$ cat src/rtl/mode_sense_pkg.sv
// package: register map, field codes and carriers for the mode sense header block
// assumes one 40 MHz clock, an APB register port and same-clock tape status and events
//
// Overview of operation
// - header is four bytes: length, medium code, mode byte, descriptor length
// - length byte is three plus the count of selected parameter bytes
// - medium code 00h none, C1h..C4h European, 81h..85h domestic
// - medium code updates when resizing near logical end shows a wrong size
// - bit 7 of header byte 2 is the write protect state
// - transfer mode field is 000 unbuffered, 001 buffered, 001 after power-on
// - buffered data held until threshold, unload button or listed command flushes
// - write delay expiry flushes; zero delay never flushes on timeout
// - buffered status when last block buffered, unbuffered after physical write
// - speed field always reads zero
// - descriptor length is 00h or 08h, never more than one descriptor
// - descriptor: density, 24-bit count, reserved byte, 24-bit length, msb first
// - density shows writing format after power-on, mode select, write; else recorded
// - writing format comes from last mode select density other than 7Fh
// - blank tape load reports a high-density code
// - appending adopts the recorded format until the tape is removed
// - codes 00h and 15h mean high density, 14h the older format
// - block count is capacity in 1K blocks, doubled for high density
// - written tape count follows the recorded format, not the host setting
// - block length zero means variable, 400h after power-on
// - block length may not exceed the block limit; checked only when block length is written, not when the limit is lowered
// - descriptor included only when descriptor disable flag is zero
package mode_sense_pkg;
   localparam int ADDR_W = 8;
   localparam logic [ADDR_W-1:0] OFF_MODE = 8'h00;
   localparam logic [ADDR_W-1:0] OFF_DENSITY = 8'h04;
   localparam logic [ADDR_W-1:0] OFF_BLKLEN = 8'h08;
   localparam logic [ADDR_W-1:0] OFF_BLKMAX = 8'h0C;
   localparam logic [ADDR_W-1:0] OFF_WDELAY = 8'h10;
   localparam logic [ADDR_W-1:0] OFF_PAGELEN = 8'h14;
   localparam logic [ADDR_W-1:0] OFF_HEADER = 8'h18;
   localparam logic [ADDR_W-1:0] OFF_DESC_HI = 8'h1C;
   localparam logic [ADDR_W-1:0] OFF_DESC_LO = 8'h20;
   localparam logic [ADDR_W-1:0] OFF_STATUS = 8'h24;
   // mode register fields
   localparam int MODE_DBD_BIT = 0;
   localparam int MODE_CT_BIT = 1;
   localparam int MODE_EUR_BIT = 2;
   localparam int MODE_XFER_BIT = 4;
   localparam int STAT_BLKERR_BIT = 2;
   localparam logic [2:0] XFER_UNBUF = 3'h0;
   localparam logic [2:0] XFER_BUF = 3'h1;
   localparam logic XFER_RESET = 1'b1;
   localparam logic [7:0] HDR_BASE_LEN = 8'h03;
   localparam logic [7:0] DESC_LEN_NONE = 8'h00;
   localparam logic [7:0] DESC_LEN_ONE = 8'h08;
   localparam logic [3:0] SPEED_FIXED = 4'h0;
   localparam logic [7:0] MED_NONE = 8'h00;
   localparam logic [7:0] MED_EUR_BASE = 8'hC1;
   localparam logic [7:0] MED_DOM_BASE = 8'h81;
   localparam logic [2:0] EUR_SIZES = 3'h4;
   localparam logic [2:0] DOM_SIZES = 3'h5;
   localparam logic [7:0] DENS_HI_A = 8'h00;
   localparam logic [7:0] DENS_HI_B = 8'h15;
   localparam logic [7:0] DENS_LOW = 8'h14;
   localparam logic [7:0] DENS_KEEP = 8'h7F;
   localparam logic [7:0] DENS_RESET = 8'h00;
   localparam logic [23:0] BLKLEN_RESET = 24'h000400;
   localparam logic [23:0] BLKMAX_RESET = 24'h03C000;
   localparam logic [15:0] WDELAY_RESET = 16'h0000;
   localparam logic [7:0] PAGELEN_RESET = 8'h00;
   localparam logic [31:0] RESV_BYTE = 32'h00000000;
   // write delay unit and its cycle count
   localparam int CLK_PERIOD_NS = 25;
   localparam int WD_UNIT_NS = 100_000_000;
   localparam int WD_UNIT_CYC = WD_UNIT_NS / CLK_PERIOD_NS;

   typedef enum logic [1:0] {
      BS_EMPTY = 2'b00,
      BS_HOLD = 2'b01,
      BS_FLUSH = 2'b11
   } buf_state_t;

   typedef struct packed {
      logic loaded;
      logic wp;
      logic blank;
      logic [7:0] rec_code;
      logic [2:0] size_idx;
      logic [23:0] cap_kb;
      logic load_done;
      logic resize_valid;
      logic resize_eur;
      logic [2:0] resize_idx;
   } tape_t;

   typedef struct packed {
      logic motion_thr;
      logic rewind;
      logic wfm_nonimm;
      logic space;
      logic erase;
      logic load_unload;
      logic locate_rev;
      logic read;
      logic write;
      logic append;
      logic blk_in;
      logic last_blk;
      logic on_tape;
   } evt_t;
endpackage
$ cat src/rtl/mode_sense_header.sv
// mode sense header and block descriptor builder with buffered-write control
// assumes APB master on pclk; tape status and events are pclk-synchronous, unload button is a raw pin
//
// The implementer's own choices: the APB register port and the register offsets.
`timescale 1ns/100ps
module mode_sense_header #(
   parameter int WD_UNIT_CYCLES = mode_sense_pkg::WD_UNIT_CYC
) (
   input wire logic pclk,
   input wire logic presetn,
   input wire logic ce,
   input wire logic psel,
   input wire logic penable,
   input wire logic pwrite,
   input wire logic [mode_sense_pkg::ADDR_W-1:0] paddr,
   input wire logic [31:0] pwdata,
   output logic [31:0] prdata,
   output logic pready,
   output logic pslverr,
   input wire mode_sense_pkg::tape_t tape,
   input wire mode_sense_pkg::evt_t evt,
   input wire logic unload_btn,
   output logic flush_req,
   output logic cmd_status
);
   import mode_sense_pkg::*;

   logic pready_q, pslverr_q, flush_q, status_q;
   logic [31:0] prdata_q, rd_data;
   logic hit;
   logic dbd_q, ct_q, eur_q, xfer_q;
   logic [23:0] blk_len_q, blk_max_q, count_q;
   logic [15:0] wdelay_q, units_q;
   logic [31:0] tick_q;
   logic [7:0] page_len_q, medium_q;
   logic [7:0] write_fmt_q, rec_code_q;
   logic report_read_q, appended_q, written_q, blkerr_q, wp_q;
   logic btn_s1_q, btn_s2_q, btn_d_q;
   buf_state_t bs_q, bs_d;
   logic acc, wr_en, rd_cap;
   logic [7:0] hdr_len, hdr_mode, desc_len, density;
   logic btn_edge, ext_flush, timeout, flush_now;

   assign acc = psel && penable;
   assign rd_cap = ce && acc && !pready_q;
   assign wr_en = ce && acc && pwrite && pready_q;

   // one wait state, then pready
   always_ff @(posedge pclk or negedge presetn)
   begin
      if (!presetn)
      begin
         pready_q <= 1'b0;
         pslverr_q <= 1'b0;
         prdata_q <= 32'h00000000;
      end
      else if (ce)
      begin
         pready_q <= acc && !pready_q;
         pslverr_q <= rd_cap && !hit;
         if (rd_cap)
         begin
            prdata_q <= pwrite ? 32'h00000000 : rd_data;
         end
      end
   end

   assign desc_len = dbd_q ? DESC_LEN_NONE : DESC_LEN_ONE;
   assign hdr_len = 8'(HDR_BASE_LEN + desc_len + page_len_q);
   assign hdr_mode = {wp_q, (xfer_q ? XFER_BUF : XFER_UNBUF), SPEED_FIXED};
   assign density = report_read_q ? rec_code_q : write_fmt_q;

   always_comb
   begin
      hit = 1'b1;
      rd_data = 32'h00000000;
      if (paddr == OFF_MODE)
      begin
         rd_data[MODE_DBD_BIT] = dbd_q;
         rd_data[MODE_CT_BIT] = ct_q;
         rd_data[MODE_EUR_BIT] = eur_q;
         rd_data[MODE_XFER_BIT] = xfer_q;
      end
      else if (paddr == OFF_DENSITY)
         rd_data[7:0] = write_fmt_q;
      else if (paddr == OFF_BLKLEN)
         rd_data[23:0] = blk_len_q;
      else if (paddr == OFF_BLKMAX)
         rd_data[23:0] = blk_max_q;
      else if (paddr == OFF_WDELAY)
         rd_data[15:0] = wdelay_q;
      else if (paddr == OFF_PAGELEN)
         rd_data[7:0] = page_len_q;
      else if (paddr == OFF_HEADER)
         rd_data = {hdr_len, medium_q, hdr_mode, desc_len};
      else if (paddr == OFF_DESC_HI)
         rd_data = {density, count_q};
      else if (paddr == OFF_DESC_LO)
         rd_data = RESV_BYTE | {8'h00, blk_len_q};
      else if (paddr == OFF_STATUS)
         rd_data[6:0] = {appended_q, report_read_q, bs_q != BS_EMPTY, tape.wp, blkerr_q, tape.loaded, written_q};
      else
         hit = 1'b0;
   end

   // mode bits, page length, write delay
   always_ff @(posedge pclk or negedge presetn)
   begin
      if (!presetn)
      begin
         dbd_q <= 1'b0;
         ct_q <= 1'b0;
         eur_q <= 1'b0;
         xfer_q <= XFER_RESET;
         page_len_q <= PAGELEN_RESET;
         wdelay_q <= WDELAY_RESET;
         wp_q <= 1'b0;
      end
      else if (ce)
      begin
         wp_q <= tape.wp;
         if (wr_en && paddr == OFF_MODE)
         begin
            dbd_q <= pwdata[MODE_DBD_BIT];
            ct_q <= pwdata[MODE_CT_BIT];
            eur_q <= pwdata[MODE_EUR_BIT];
            xfer_q <= pwdata[MODE_XFER_BIT];
         end
         if (wr_en && paddr == OFF_PAGELEN)
            page_len_q <= pwdata[7:0];
         if (wr_en && paddr == OFF_WDELAY)
            wdelay_q <= pwdata[15:0];
      end
   end

   always_ff @(posedge pclk or negedge presetn)
   begin
      if (!presetn)
      begin
         blk_len_q <= BLKLEN_RESET;
         blk_max_q <= BLKMAX_RESET;
         blkerr_q <= 1'b0;
      end
      else if (ce)
      begin
         if (wr_en && paddr == OFF_BLKMAX)
            blk_max_q <= pwdata[23:0];
         if (wr_en && paddr == OFF_BLKLEN && pwdata[23:0] <= blk_max_q)
            blk_len_q <= pwdata[23:0];
         if (wr_en && paddr == OFF_BLKLEN && pwdata[23:0] > blk_max_q)
            blkerr_q <= 1'b1;
         else if (wr_en && paddr == OFF_STATUS && pwdata[STAT_BLKERR_BIT])
            blkerr_q <= 1'b0;
      end
   end

   // medium code from load and resize
   always_ff @(posedge pclk or negedge presetn)
   begin
      if (!presetn)
         medium_q <= MED_NONE;
      else if (ce)
      begin
         if (!tape.loaded)
            medium_q <= MED_NONE;
         else if (tape.resize_valid)
            medium_q <= med_code(tape.resize_eur, tape.resize_idx);
         else if (tape.load_done)
            medium_q <= med_code(eur_q, tape.size_idx);
      end
   end

   function automatic logic [7:0] med_code(input logic eur, input logic [2:0] idx);
      logic [7:0] r;
      r = MED_NONE;
      if (eur && idx < EUR_SIZES)
         r = 8'(MED_EUR_BASE + idx);
      else if (!eur && idx < DOM_SIZES)
         r = 8'(MED_DOM_BASE + idx);
      return r;
   endfunction

   function automatic logic is_hi(input logic [7:0] c);
      return c == DENS_HI_A || c == DENS_HI_B;
   endfunction

   // density tracking
   always_ff @(posedge pclk or negedge presetn)
   begin
      if (!presetn)
      begin
         write_fmt_q <= DENS_RESET;
         rec_code_q <= DENS_RESET;
         report_read_q <= 1'b0;
         appended_q <= 1'b0;
         written_q <= 1'b0;
      end
      else if (ce)
      begin
         if (!tape.loaded)
         begin
            if (wr_en && paddr == OFF_DENSITY && pwdata[7:0] != DENS_KEEP)
               write_fmt_q <= pwdata[7:0];
            appended_q <= 1'b0;
            written_q <= 1'b0;
            report_read_q <= 1'b0;
         end
         else if (tape.load_done)
         begin
            appended_q <= 1'b0;
            written_q <= !tape.blank;
            report_read_q <= 1'b1;
            // blank tape reads as high density
            if (tape.blank)
               rec_code_q <= is_hi(write_fmt_q) ? write_fmt_q : DENS_HI_B;
            else
               rec_code_q <= tape.rec_code;
         end
         else if (evt.append && written_q)
         begin
            write_fmt_q <= rec_code_q;
            appended_q <= 1'b1;
            report_read_q <= 1'b0;
         end
         else if (wr_en && paddr == OFF_DENSITY)
         begin
            report_read_q <= 1'b0;
            if (pwdata[7:0] != DENS_KEEP && !appended_q)
               write_fmt_q <= pwdata[7:0];
         end
         else if (evt.write)
            report_read_q <= 1'b0;
         else if (evt.read)
            report_read_q <= 1'b1;
      end
   end

   always_ff @(posedge pclk or negedge presetn)
   begin
      if (!presetn)
         count_q <= 24'h000000;
      else if (ce)
      begin
         if (written_q ? is_hi(rec_code_q) : is_hi(density))
            count_q <= {tape.cap_kb[22:0], 1'b0};
         else
            count_q <= tape.cap_kb;
      end
   end

   // unload button synchroniser and edge
   always_ff @(posedge pclk or negedge presetn)
   begin
      if (!presetn)
      begin
         btn_s1_q <= 1'b0;
         btn_s2_q <= 1'b0;
         btn_d_q <= 1'b0;
      end
      else if (ce)
      begin
         btn_s1_q <= unload_btn;
         btn_s2_q <= btn_s1_q;
         btn_d_q <= btn_s2_q;
      end
   end
   assign btn_edge = btn_s2_q && !btn_d_q;

   assign ext_flush = evt.motion_thr || evt.rewind || evt.wfm_nonimm || evt.space || evt.erase
      || evt.load_unload || evt.locate_rev || btn_edge;
   assign timeout = wdelay_q != 16'h0000 && units_q >= wdelay_q;
   assign flush_now = ext_flush || timeout;

   // write delay timer, restarted by new data
   always_ff @(posedge pclk or negedge presetn)
   begin
      if (!presetn)
      begin
         tick_q <= 32'h00000000;
         units_q <= 16'h0000;
      end
      else if (ce)
      begin
         if (bs_q != BS_HOLD || evt.blk_in)
         begin
            tick_q <= 32'h00000000;
            units_q <= 16'h0000;
         end
         else if (tick_q >= 32'(WD_UNIT_CYCLES - 1))
         begin
            tick_q <= 32'h00000000;
            if (units_q != 16'hFFFF)
               units_q <= 16'(units_q + 16'h0001);
         end
         else
            tick_q <= 32'(tick_q + 32'h00000001);
      end
   end

   always_comb
   begin
      bs_d = bs_q;
      case (bs_q)
         BS_EMPTY:
            if (evt.blk_in)
               bs_d = xfer_q ? BS_HOLD : BS_FLUSH;
         BS_HOLD:
            if (!xfer_q || flush_now)
               bs_d = BS_FLUSH;
         BS_FLUSH:
            bs_d = evt.blk_in ? (xfer_q ? BS_HOLD : BS_FLUSH) : BS_EMPTY;
         default:
            bs_d = BS_EMPTY;
      endcase
   end

   always_ff @(posedge pclk or negedge presetn)
   begin
      if (!presetn)
      begin
         bs_q <= BS_EMPTY;
         flush_q <= 1'b0;
      end
      else if (ce)
      begin
         bs_q <= bs_d;
         flush_q <= bs_d == BS_FLUSH;
      end
   end

   always_ff @(posedge pclk or negedge presetn)
   begin
      if (!presetn)
         status_q <= 1'b0;
      else if (ce)
         status_q <= xfer_q ? evt.last_blk : evt.on_tape;
   end

   assign prdata = prdata_q;
   assign pready = pready_q;
   assign pslverr = pslverr_q;
   assign flush_req = flush_q;
   assign cmd_status = status_q;

   chk_hdr_len: assert property (@(posedge pclk) disable iff (!presetn)
      hdr_len == 8'(8'h03 + (dbd_q ? 8'h00 : 8'h08) + page_len_q))
      else $error("header length byte wrong");
   chk_desc_len: assert property (@(posedge pclk) disable iff (!presetn)
      (desc_len == 8'h00) == dbd_q && (desc_len == 8'h00 || desc_len == 8'h08))
      else $error("descriptor length wrong");
   chk_mode_byte: assert property (@(posedge pclk) disable iff (!presetn)
      hdr_mode[3:0] == 4'h0 && hdr_mode[6:5] == 2'b00 && hdr_mode[4] == xfer_q)
      else $error("mode byte malformed");
   chk_wp_follow: assert property (@(posedge pclk) disable iff (!presetn)
      ce |=> hdr_mode[7] == $past(tape.wp))
      else $error("write protect bit stale");
   chk_dens_keep: assert property (@(posedge pclk) disable iff (!presetn)
      wr_en && paddr == OFF_DENSITY && pwdata[7:0] == 8'h7F |=> $stable(write_fmt_q))
      else $error("7Fh changed writing format");
   chk_blk_limit: assert property (@(posedge pclk) disable iff (!presetn)
      wr_en && paddr == OFF_BLKLEN && pwdata[23:0] > blk_max_q |=> $stable(blk_len_q) && blkerr_q)
      else $error("oversize block length taken");
   chk_zero_delay: assert property (@(posedge pclk) disable iff (!presetn)
      ce && bs_q == BS_HOLD && xfer_q && !ext_flush && wdelay_q == 16'h0000 |=> !flush_q)
      else $error("flush on zero delay");
   chk_buf_flush: assert property (@(posedge pclk) disable iff (!presetn)
      ce && bs_q == BS_HOLD && ext_flush |=> flush_q ##1 !flush_q || evt.blk_in)
      else $error("flush event missed");
   chk_buf_status: assert property (@(posedge pclk) disable iff (!presetn)
      ce && xfer_q && evt.last_blk |=> cmd_status)
      else $error("buffered status late");
   chk_unbuf_status: assert property (@(posedge pclk) disable iff (!presetn)
      ce && !xfer_q && !evt.on_tape |=> !cmd_status)
      else $error("unbuffered status early");
endmodule // mode_sense_header

$ cat config.mk
export PLATFORM = sky130hd
export DESIGN_NAME = mode_sense_header
export DESIGN_NICKNAME = d
export VERILOG_FILES = /design/src/rtl/mode_sense_pkg.sv /design/src/rtl/mode_sense_header.sv
export SDC_FILE = /design/constraint.sdc
export NUM_CORES = 1
export LEC_CHECK = 0
export ABC_AREA = 1
export BUFFER_PORTS_ARGS = -buffer_cell sky130_fd_sc_hd__buf_2
export CAP_MARGIN = 20
export CORE_ASPECT_RATIO = 0.8
export CORE_MARGIN = 5
export CORE_UTILIZATION = 40
export CTS_CLUSTER_SIZE = 10
export DETAILED_ROUTE_END_ITERATION = 7
export GPL_TIMING_DRIVEN = 0
export PLACE_DENSITY_LB_ADDON = 0.15
export SLEW_MARGIN = 40
export SYNTH_ARGS = -nofsm -noshare
export SYNTH_HDL_FRONTEND = slang
export SYNTH_SLANG_ARGS = --single-unit
export TNS_END_PERCENT = 5
$ cat constraint.sdc
create_clock -name pclk -period 3 [get_ports pclk]
set_clock_uncertainty 0.05 [all_clocks]
set_input_delay 0.6 -clock pclk [delete_from_list [all_inputs] [get_ports pclk]]
set_output_delay 0.6 -clock pclk [all_outputs]
set_load 0.02 [all_outputs]
* Word-level counts from Yosys, hierarchy flattened
Index checks and enable logic that the tools add are counted.
Storage, ports and cells: register bits after elaboration 218, latch bits 0, RAM bits 0, memory bits (read-only) 0, input port bits 104, output and inout port bits 36, memories kept 0
Operators by class: $add $sub $neg 8, multiply operators 0, div/mod/pow operators 0, $lt $le $gt $ge 8, equal/unequal tests 25, shift-type cells 0, mux-type cells 85, bitwise gates (word level) 0, reductions and logical operators 72
Operators with widths (count):
- two-way mux 32 bit | 11
- two-way mux 24 bit | 10
- two-way mux 8 bit | 20
- two-way mux 16 bit | 5
- equality test 8 x 5 -> 1 bit, second input constant | 7
- adder 32 x 1 -> 32 bit, second input constant | 1
- greater-or-equal comparator 32 x 22 -> 1 bit, second input constant | 1
- logical NOT 8 bit | 4
- two-way mux 1 bit | 28
- two-way mux 27 bit | 1
- logical AND 1 bit | 26
- > comparator 24 bit | 1
- less-or-equal comparator 24 bit | 1
- AND reduction 2 bit | 11
- two-way mux 17 bit | 1
- adder 16 x 1 -> 16 bit, second input constant | 1
- adder 7 x 4 -> 8 bit, first input constant | 2
- adder 8 x 3 -> 8 bit, first input constant | 2
- equality test 8 x 4 -> 1 bit, second input constant | 2
- equality test 8 x 6 -> 1 bit, second input constant | 2
- greater-or-equal comparator 16 bit | 1
- != test 16 bit, second input constant | 1
- nonzero test 16 bit | 1
- two-way mux 7 bit | 2
- 23 further kinds | 56

* Longest topological paths before layout
depth in word-level cells 23, mapped depth 14, depth with buffers taken out 14

* Least setup slack after synthesis
No wires, ideal clock.
path type input to register, start input pwdata[15], end register blk_len_q[12], setup time 116 ps, data arrival time 1888 ps, data required time 2834 ps, slack 945 ps, cell stages on the path 11, path buffers 1, path through ha_1 > nand2_1 > nor2_1 > nand4_1 > nor3_1 > nand2_1 > nand2_1 > nand2_2 > buf_2 > nand2_1 > nand2_1
Between the ends: word-level cells in the longest chain between the ends 3
Ends and longest elaborated chain:
- start: declaration | RTL line mode_sense_header.sv:16 | input wire logic [31:0] pwdata,
- less-or-equal comparator 24 bit | RTL line mode_sense_header.sv:148 | if (wr_en && paddr == OFF_BLKLEN && pwdata[23:0] <= blk_max_q)
- logical AND 1 bit | RTL line mode_sense_header.sv:148
- AND reduction 2 bit (no source line)
- end signal: assignment | RTL line mode_sense_header.sv:149 | blk_len_q <= pwdata[23:0];
- end: declaration | RTL line mode_sense_header.sv:32 | logic [23:0] blk_len_q, blk_max_q, count_q;
No other way between the ends. A chain may end at the register's enable or synchronous reset.

* Final worst setup path
start register blk_max_q[15], end register blk_len_q[8]
Between the ends: word-level cells in the longest chain between the ends 3
Ends and longest elaborated chain:
- start: declaration | RTL line mode_sense_header.sv:32
- start signal: assignment | RTL line mode_sense_header.sv:147 | blk_max_q <= pwdata[23:0];
- less-or-equal comparator 24 bit | RTL line mode_sense_header.sv:148
- logical AND 1 bit | RTL line mode_sense_header.sv:148
- AND reduction 2 bit (no source line)
No other way between the ends.

==> flow_summary.toml <==
[hold_path]
min_path_type = "in -> reg"

[synth]
synthCells = 1698
async_flop_share = 1.00
ys.flop_type = "dfrtp_1"
ys.warnings.count = 0
ys_seq_area_frac = 0.426
synth_edf_count = 0
synthesis.nets = 1848
syn_area_per_cell_um2 = 7.48
synth_cell_types = 52
ys_ff_latch = 216
synthesis.area_mm2 = 0.0127

[cells_and_area]
fin_nets = 2011
final_cell_area_mm2 = 0.0148
drive_gt1_frac = 0.142
fin_util = 0.471
syn_to_final_growth_pct = 16.3
fillers = 3246

[routing]
vias_per_cell = 5.33
vias = 12241
first_iter_violations = 1082
drc = 0
drtAntennaViolNets = 0
wl_um = 43300
drt_pre_antenna_iters = 5
wire_per_inst_um = 18.8

[die]
dieWidth_um = 209
die_h_um = 169
ioPinCount = 140
design.die.area_mm2 = 0.0354
initial_core_util = 0.405
design.core.area_mm2 = 0.0314
rows = 58

[timing]
maxSlewViolCount = 0
finalCritPeriodShare = 0.849
maxSlewHeadroom = 0.410
max_freq_ghz = 0.393
setup-violations-final = 0
grt_setup_unrepaired = "false"
setup_ws_ps = 454
hold_viol_final = 0
min_period_ps = 2550
worst_slew_pin_slew_ps = 879

[power]
power_per_cell_area_mw_per_mm2 = 469
power_leakage_nw = 7.31
ir_drop_mv = 0.367

[clock_tree]
cts_tree = "done"
clock_path_buffers = 3
cts_root_buf = "clkbuf_16"
cts.repair.resized = 0
cts_buffers = 27
clkTransAtPathRegs_ps = 60
clk-insertion-delay-late_ps = 560
htreeDepth = 1
clock_sinks = 216

[setup_path]
crit_arrival_ps = 2990
crit_top_cell = "nand2_1"
worstPathMaxFanout = 10
reg2reg_slack_ps = 450
crit_path_end_kind = "flip-flop"
critPathSlowestCell = "dfstp_2"
path_cells = "inv_1 > ha_1 > nand2_1 > nor2_1 > nand4_1 > nor2_1 > nand2_1 > nand3_1 > nand2_1 > nand2_2 > buf_2 > nand2_1 > nand2_1"
required_ps = 3450
cp_slowest_stage_delay_ps = 540
critical_path_class = "reg -> reg"
worstSetupStartpointType = "flip-flop"

[outcome]
outcome = "finished clean"

[placed_design]
dpl.hpwl_um = 33400
place_area_mm2 = 0.0140
io_buffers = 130
gp_congestion = 0.943
dpl_worst_slack_ps = 353

[global_routing]
track_usage = 0.240
grt_pass1_wl_um = 67400
grt_overflow = 0
grt_max_degree = 72
grt_pass1_vias = 11663
antenna_found_initial = 2

[flow_run]
cap_violations = 0
what timing repair did:
action	CTS	global route
hold buffers	1	0
endpoints found under the hold margin	6	0
setup buffers	0	0
endpoints found under the setup margin	0	0
metrics by stage:
step / hold WS (ps) / total power, W / std cells / TNS (ps)
2_1_floorplan: 254 / 0.00357 / 1698 / 0
3_3_place_gp: 405 / 0.00393 / 2248 / -554900
3_5_place_dp: 357 / 0.00395 / 2251 / 0
4_1_cts: 184 / 0.00697 / 2297 / 0
5_1_grt: 201 / 0.00720 / 2297 / 0
6_report: 197 / 0.00692 / 2298 / 0
cells in the mapped netlist (10+ instances only):
cell type | n | share of area
ha_1 | 46 | 0.045
dfrtp_1 | 210 | 0.41
buf_2 | 28 | 0.011
nor4_1 | 10 | 0.0049
o21ai_0 | 79 | 0.031
nand4_1 | 27 | 0.013
xor2_1 | 22 | 0.015
inv_2 | 18 | 0.0053
o21ai_1 | 69 | 0.027
a21oi_1 | 67 | 0.026
nand2_2 | 11 | 0.0054
nor2_1 | 108 | 0.032
clkbuf_1 | 21 | 0.0062
nand2_1 | 473 | 0.14
inv_1 | 199 | 0.059
o22ai_1 | 22 | 0.011
o211ai_1 | 20 | 0.012
nand3_1 | 159 | 0.063
nor3_1 | 24 | 0.0095
placed cells by master (no fill, tap or decap), types with 22 or more instances in the layout:
cell,netlist,routed
a21oi_1,67,67
buf_2,28,157
clkbuf_1,21,32
clkbuf_16,0,27
dfrtp_1,210,210
ha_1,46,46
inv_1,199,199
nand2_1,473,473
nand3_1,159,159
nand4_1,27,27
nor2_1,108,108
nor3_1,24,24
o21ai_0,79,79
o21ai_1,69,69
o22ai_1,22,22
xor2_1,22,22
layer usage:
| layer | GRT usage | routed length, um |
|---|---|---|
| met5 | 0 | 34 |
| met4 | 0.0499 | 897 |
| met3 | 0.0477 | 3370 |
| met2 | 0.360 | 18500 |
| met1 | 0.361 | 20500 |
where the power goes:
group          total [W]  switching (W)  leakage (nW)  internal, W
sequential       0.00312      0.0000869          2.88      0.00303
clock            0.00301        0.00129         0.380      0.00172
combinational   0.000795       0.000550          4.05     0.000245
worst paths after layout:
check | startpoint | end | depth (start not counted)
worst max-delay path | blk_max_q[15]$_DFFE_PN1P_ | blk_len_q[8]$_DFFE_PN0P_ | 13
worst min-delay path | unload_btn | btn_s1_q$_DFFE_PN0P_ | 3
worst max register to register | blk_max_q[15]$_DFFE_PN1P_ | blk_len_q[8]$_DFFE_PN0P_ | 13
worst min register to register | blk_len_q[10]$_DFFE_PN1P_ | blk_len_q[10]$_DFFE_PN1P_ | 2
max in group asynchronous | presetn | prdata[3]$_DFFE_PN0P_ | 4
min in group asynchronous | presetn | medium_q[1]$_DFFE_PN0P_ | 2
flip-flops by register name, summed over array words and instances, names as in the netlist, 16 cells and up:
register   count
blk_len_q     24
blk_max_q     24
count_q       24
prdata        32
tick_q        32
units_q       16
wdelay_q      16
kinds of logic (layout without fill, tap and decap cells):
group | after synthesis | after routing | share of synthesized area
xor+xnor | 30 | 30 | 0.0207
buf+inv | 277 | 456 | 0.0887
mux | 1 | 1 | 0.000788
flops | 216 | 216 | 0.426
fa+ha+maj | 46 | 46 | 0.0453
other cells | 0 | 1 | 0
simple gates | 843 | 843 | 0.293
compound gates | 285 | 285 | 0.125
final cells by class:
| cell class | count | area [um2] | area share |
|---|---|---|---|
| well taps | 420 | 526 | 0.0356 |
| flip-flops and latches | 216 | 5410 | 0.367 |
| clock inverters | 4 | 26.3 | 0.00178 |
| inverters | 218 | 821 | 0.0556 |
| repair buffers | 134 | 753 | 0.0510 |
| multi-input cells | 1205 | 6160 | 0.417 |
| plain buffers | 59 | 305 | 0.0207 |
| clock buffers | 41 | 758 | 0.0514 |
| diodes | 1 | 2.50 | 0.000170 |
worst max-delay path: cells and delay by family (launching register included):
kind / cells / cell delay, ps
buffers and inverters: 2 / 330
and+or+nand+nor: 10 / 1290
adders and majority gates: 1 / 280
DFF: 1 / 540
(Power assumes the default switching activity.)
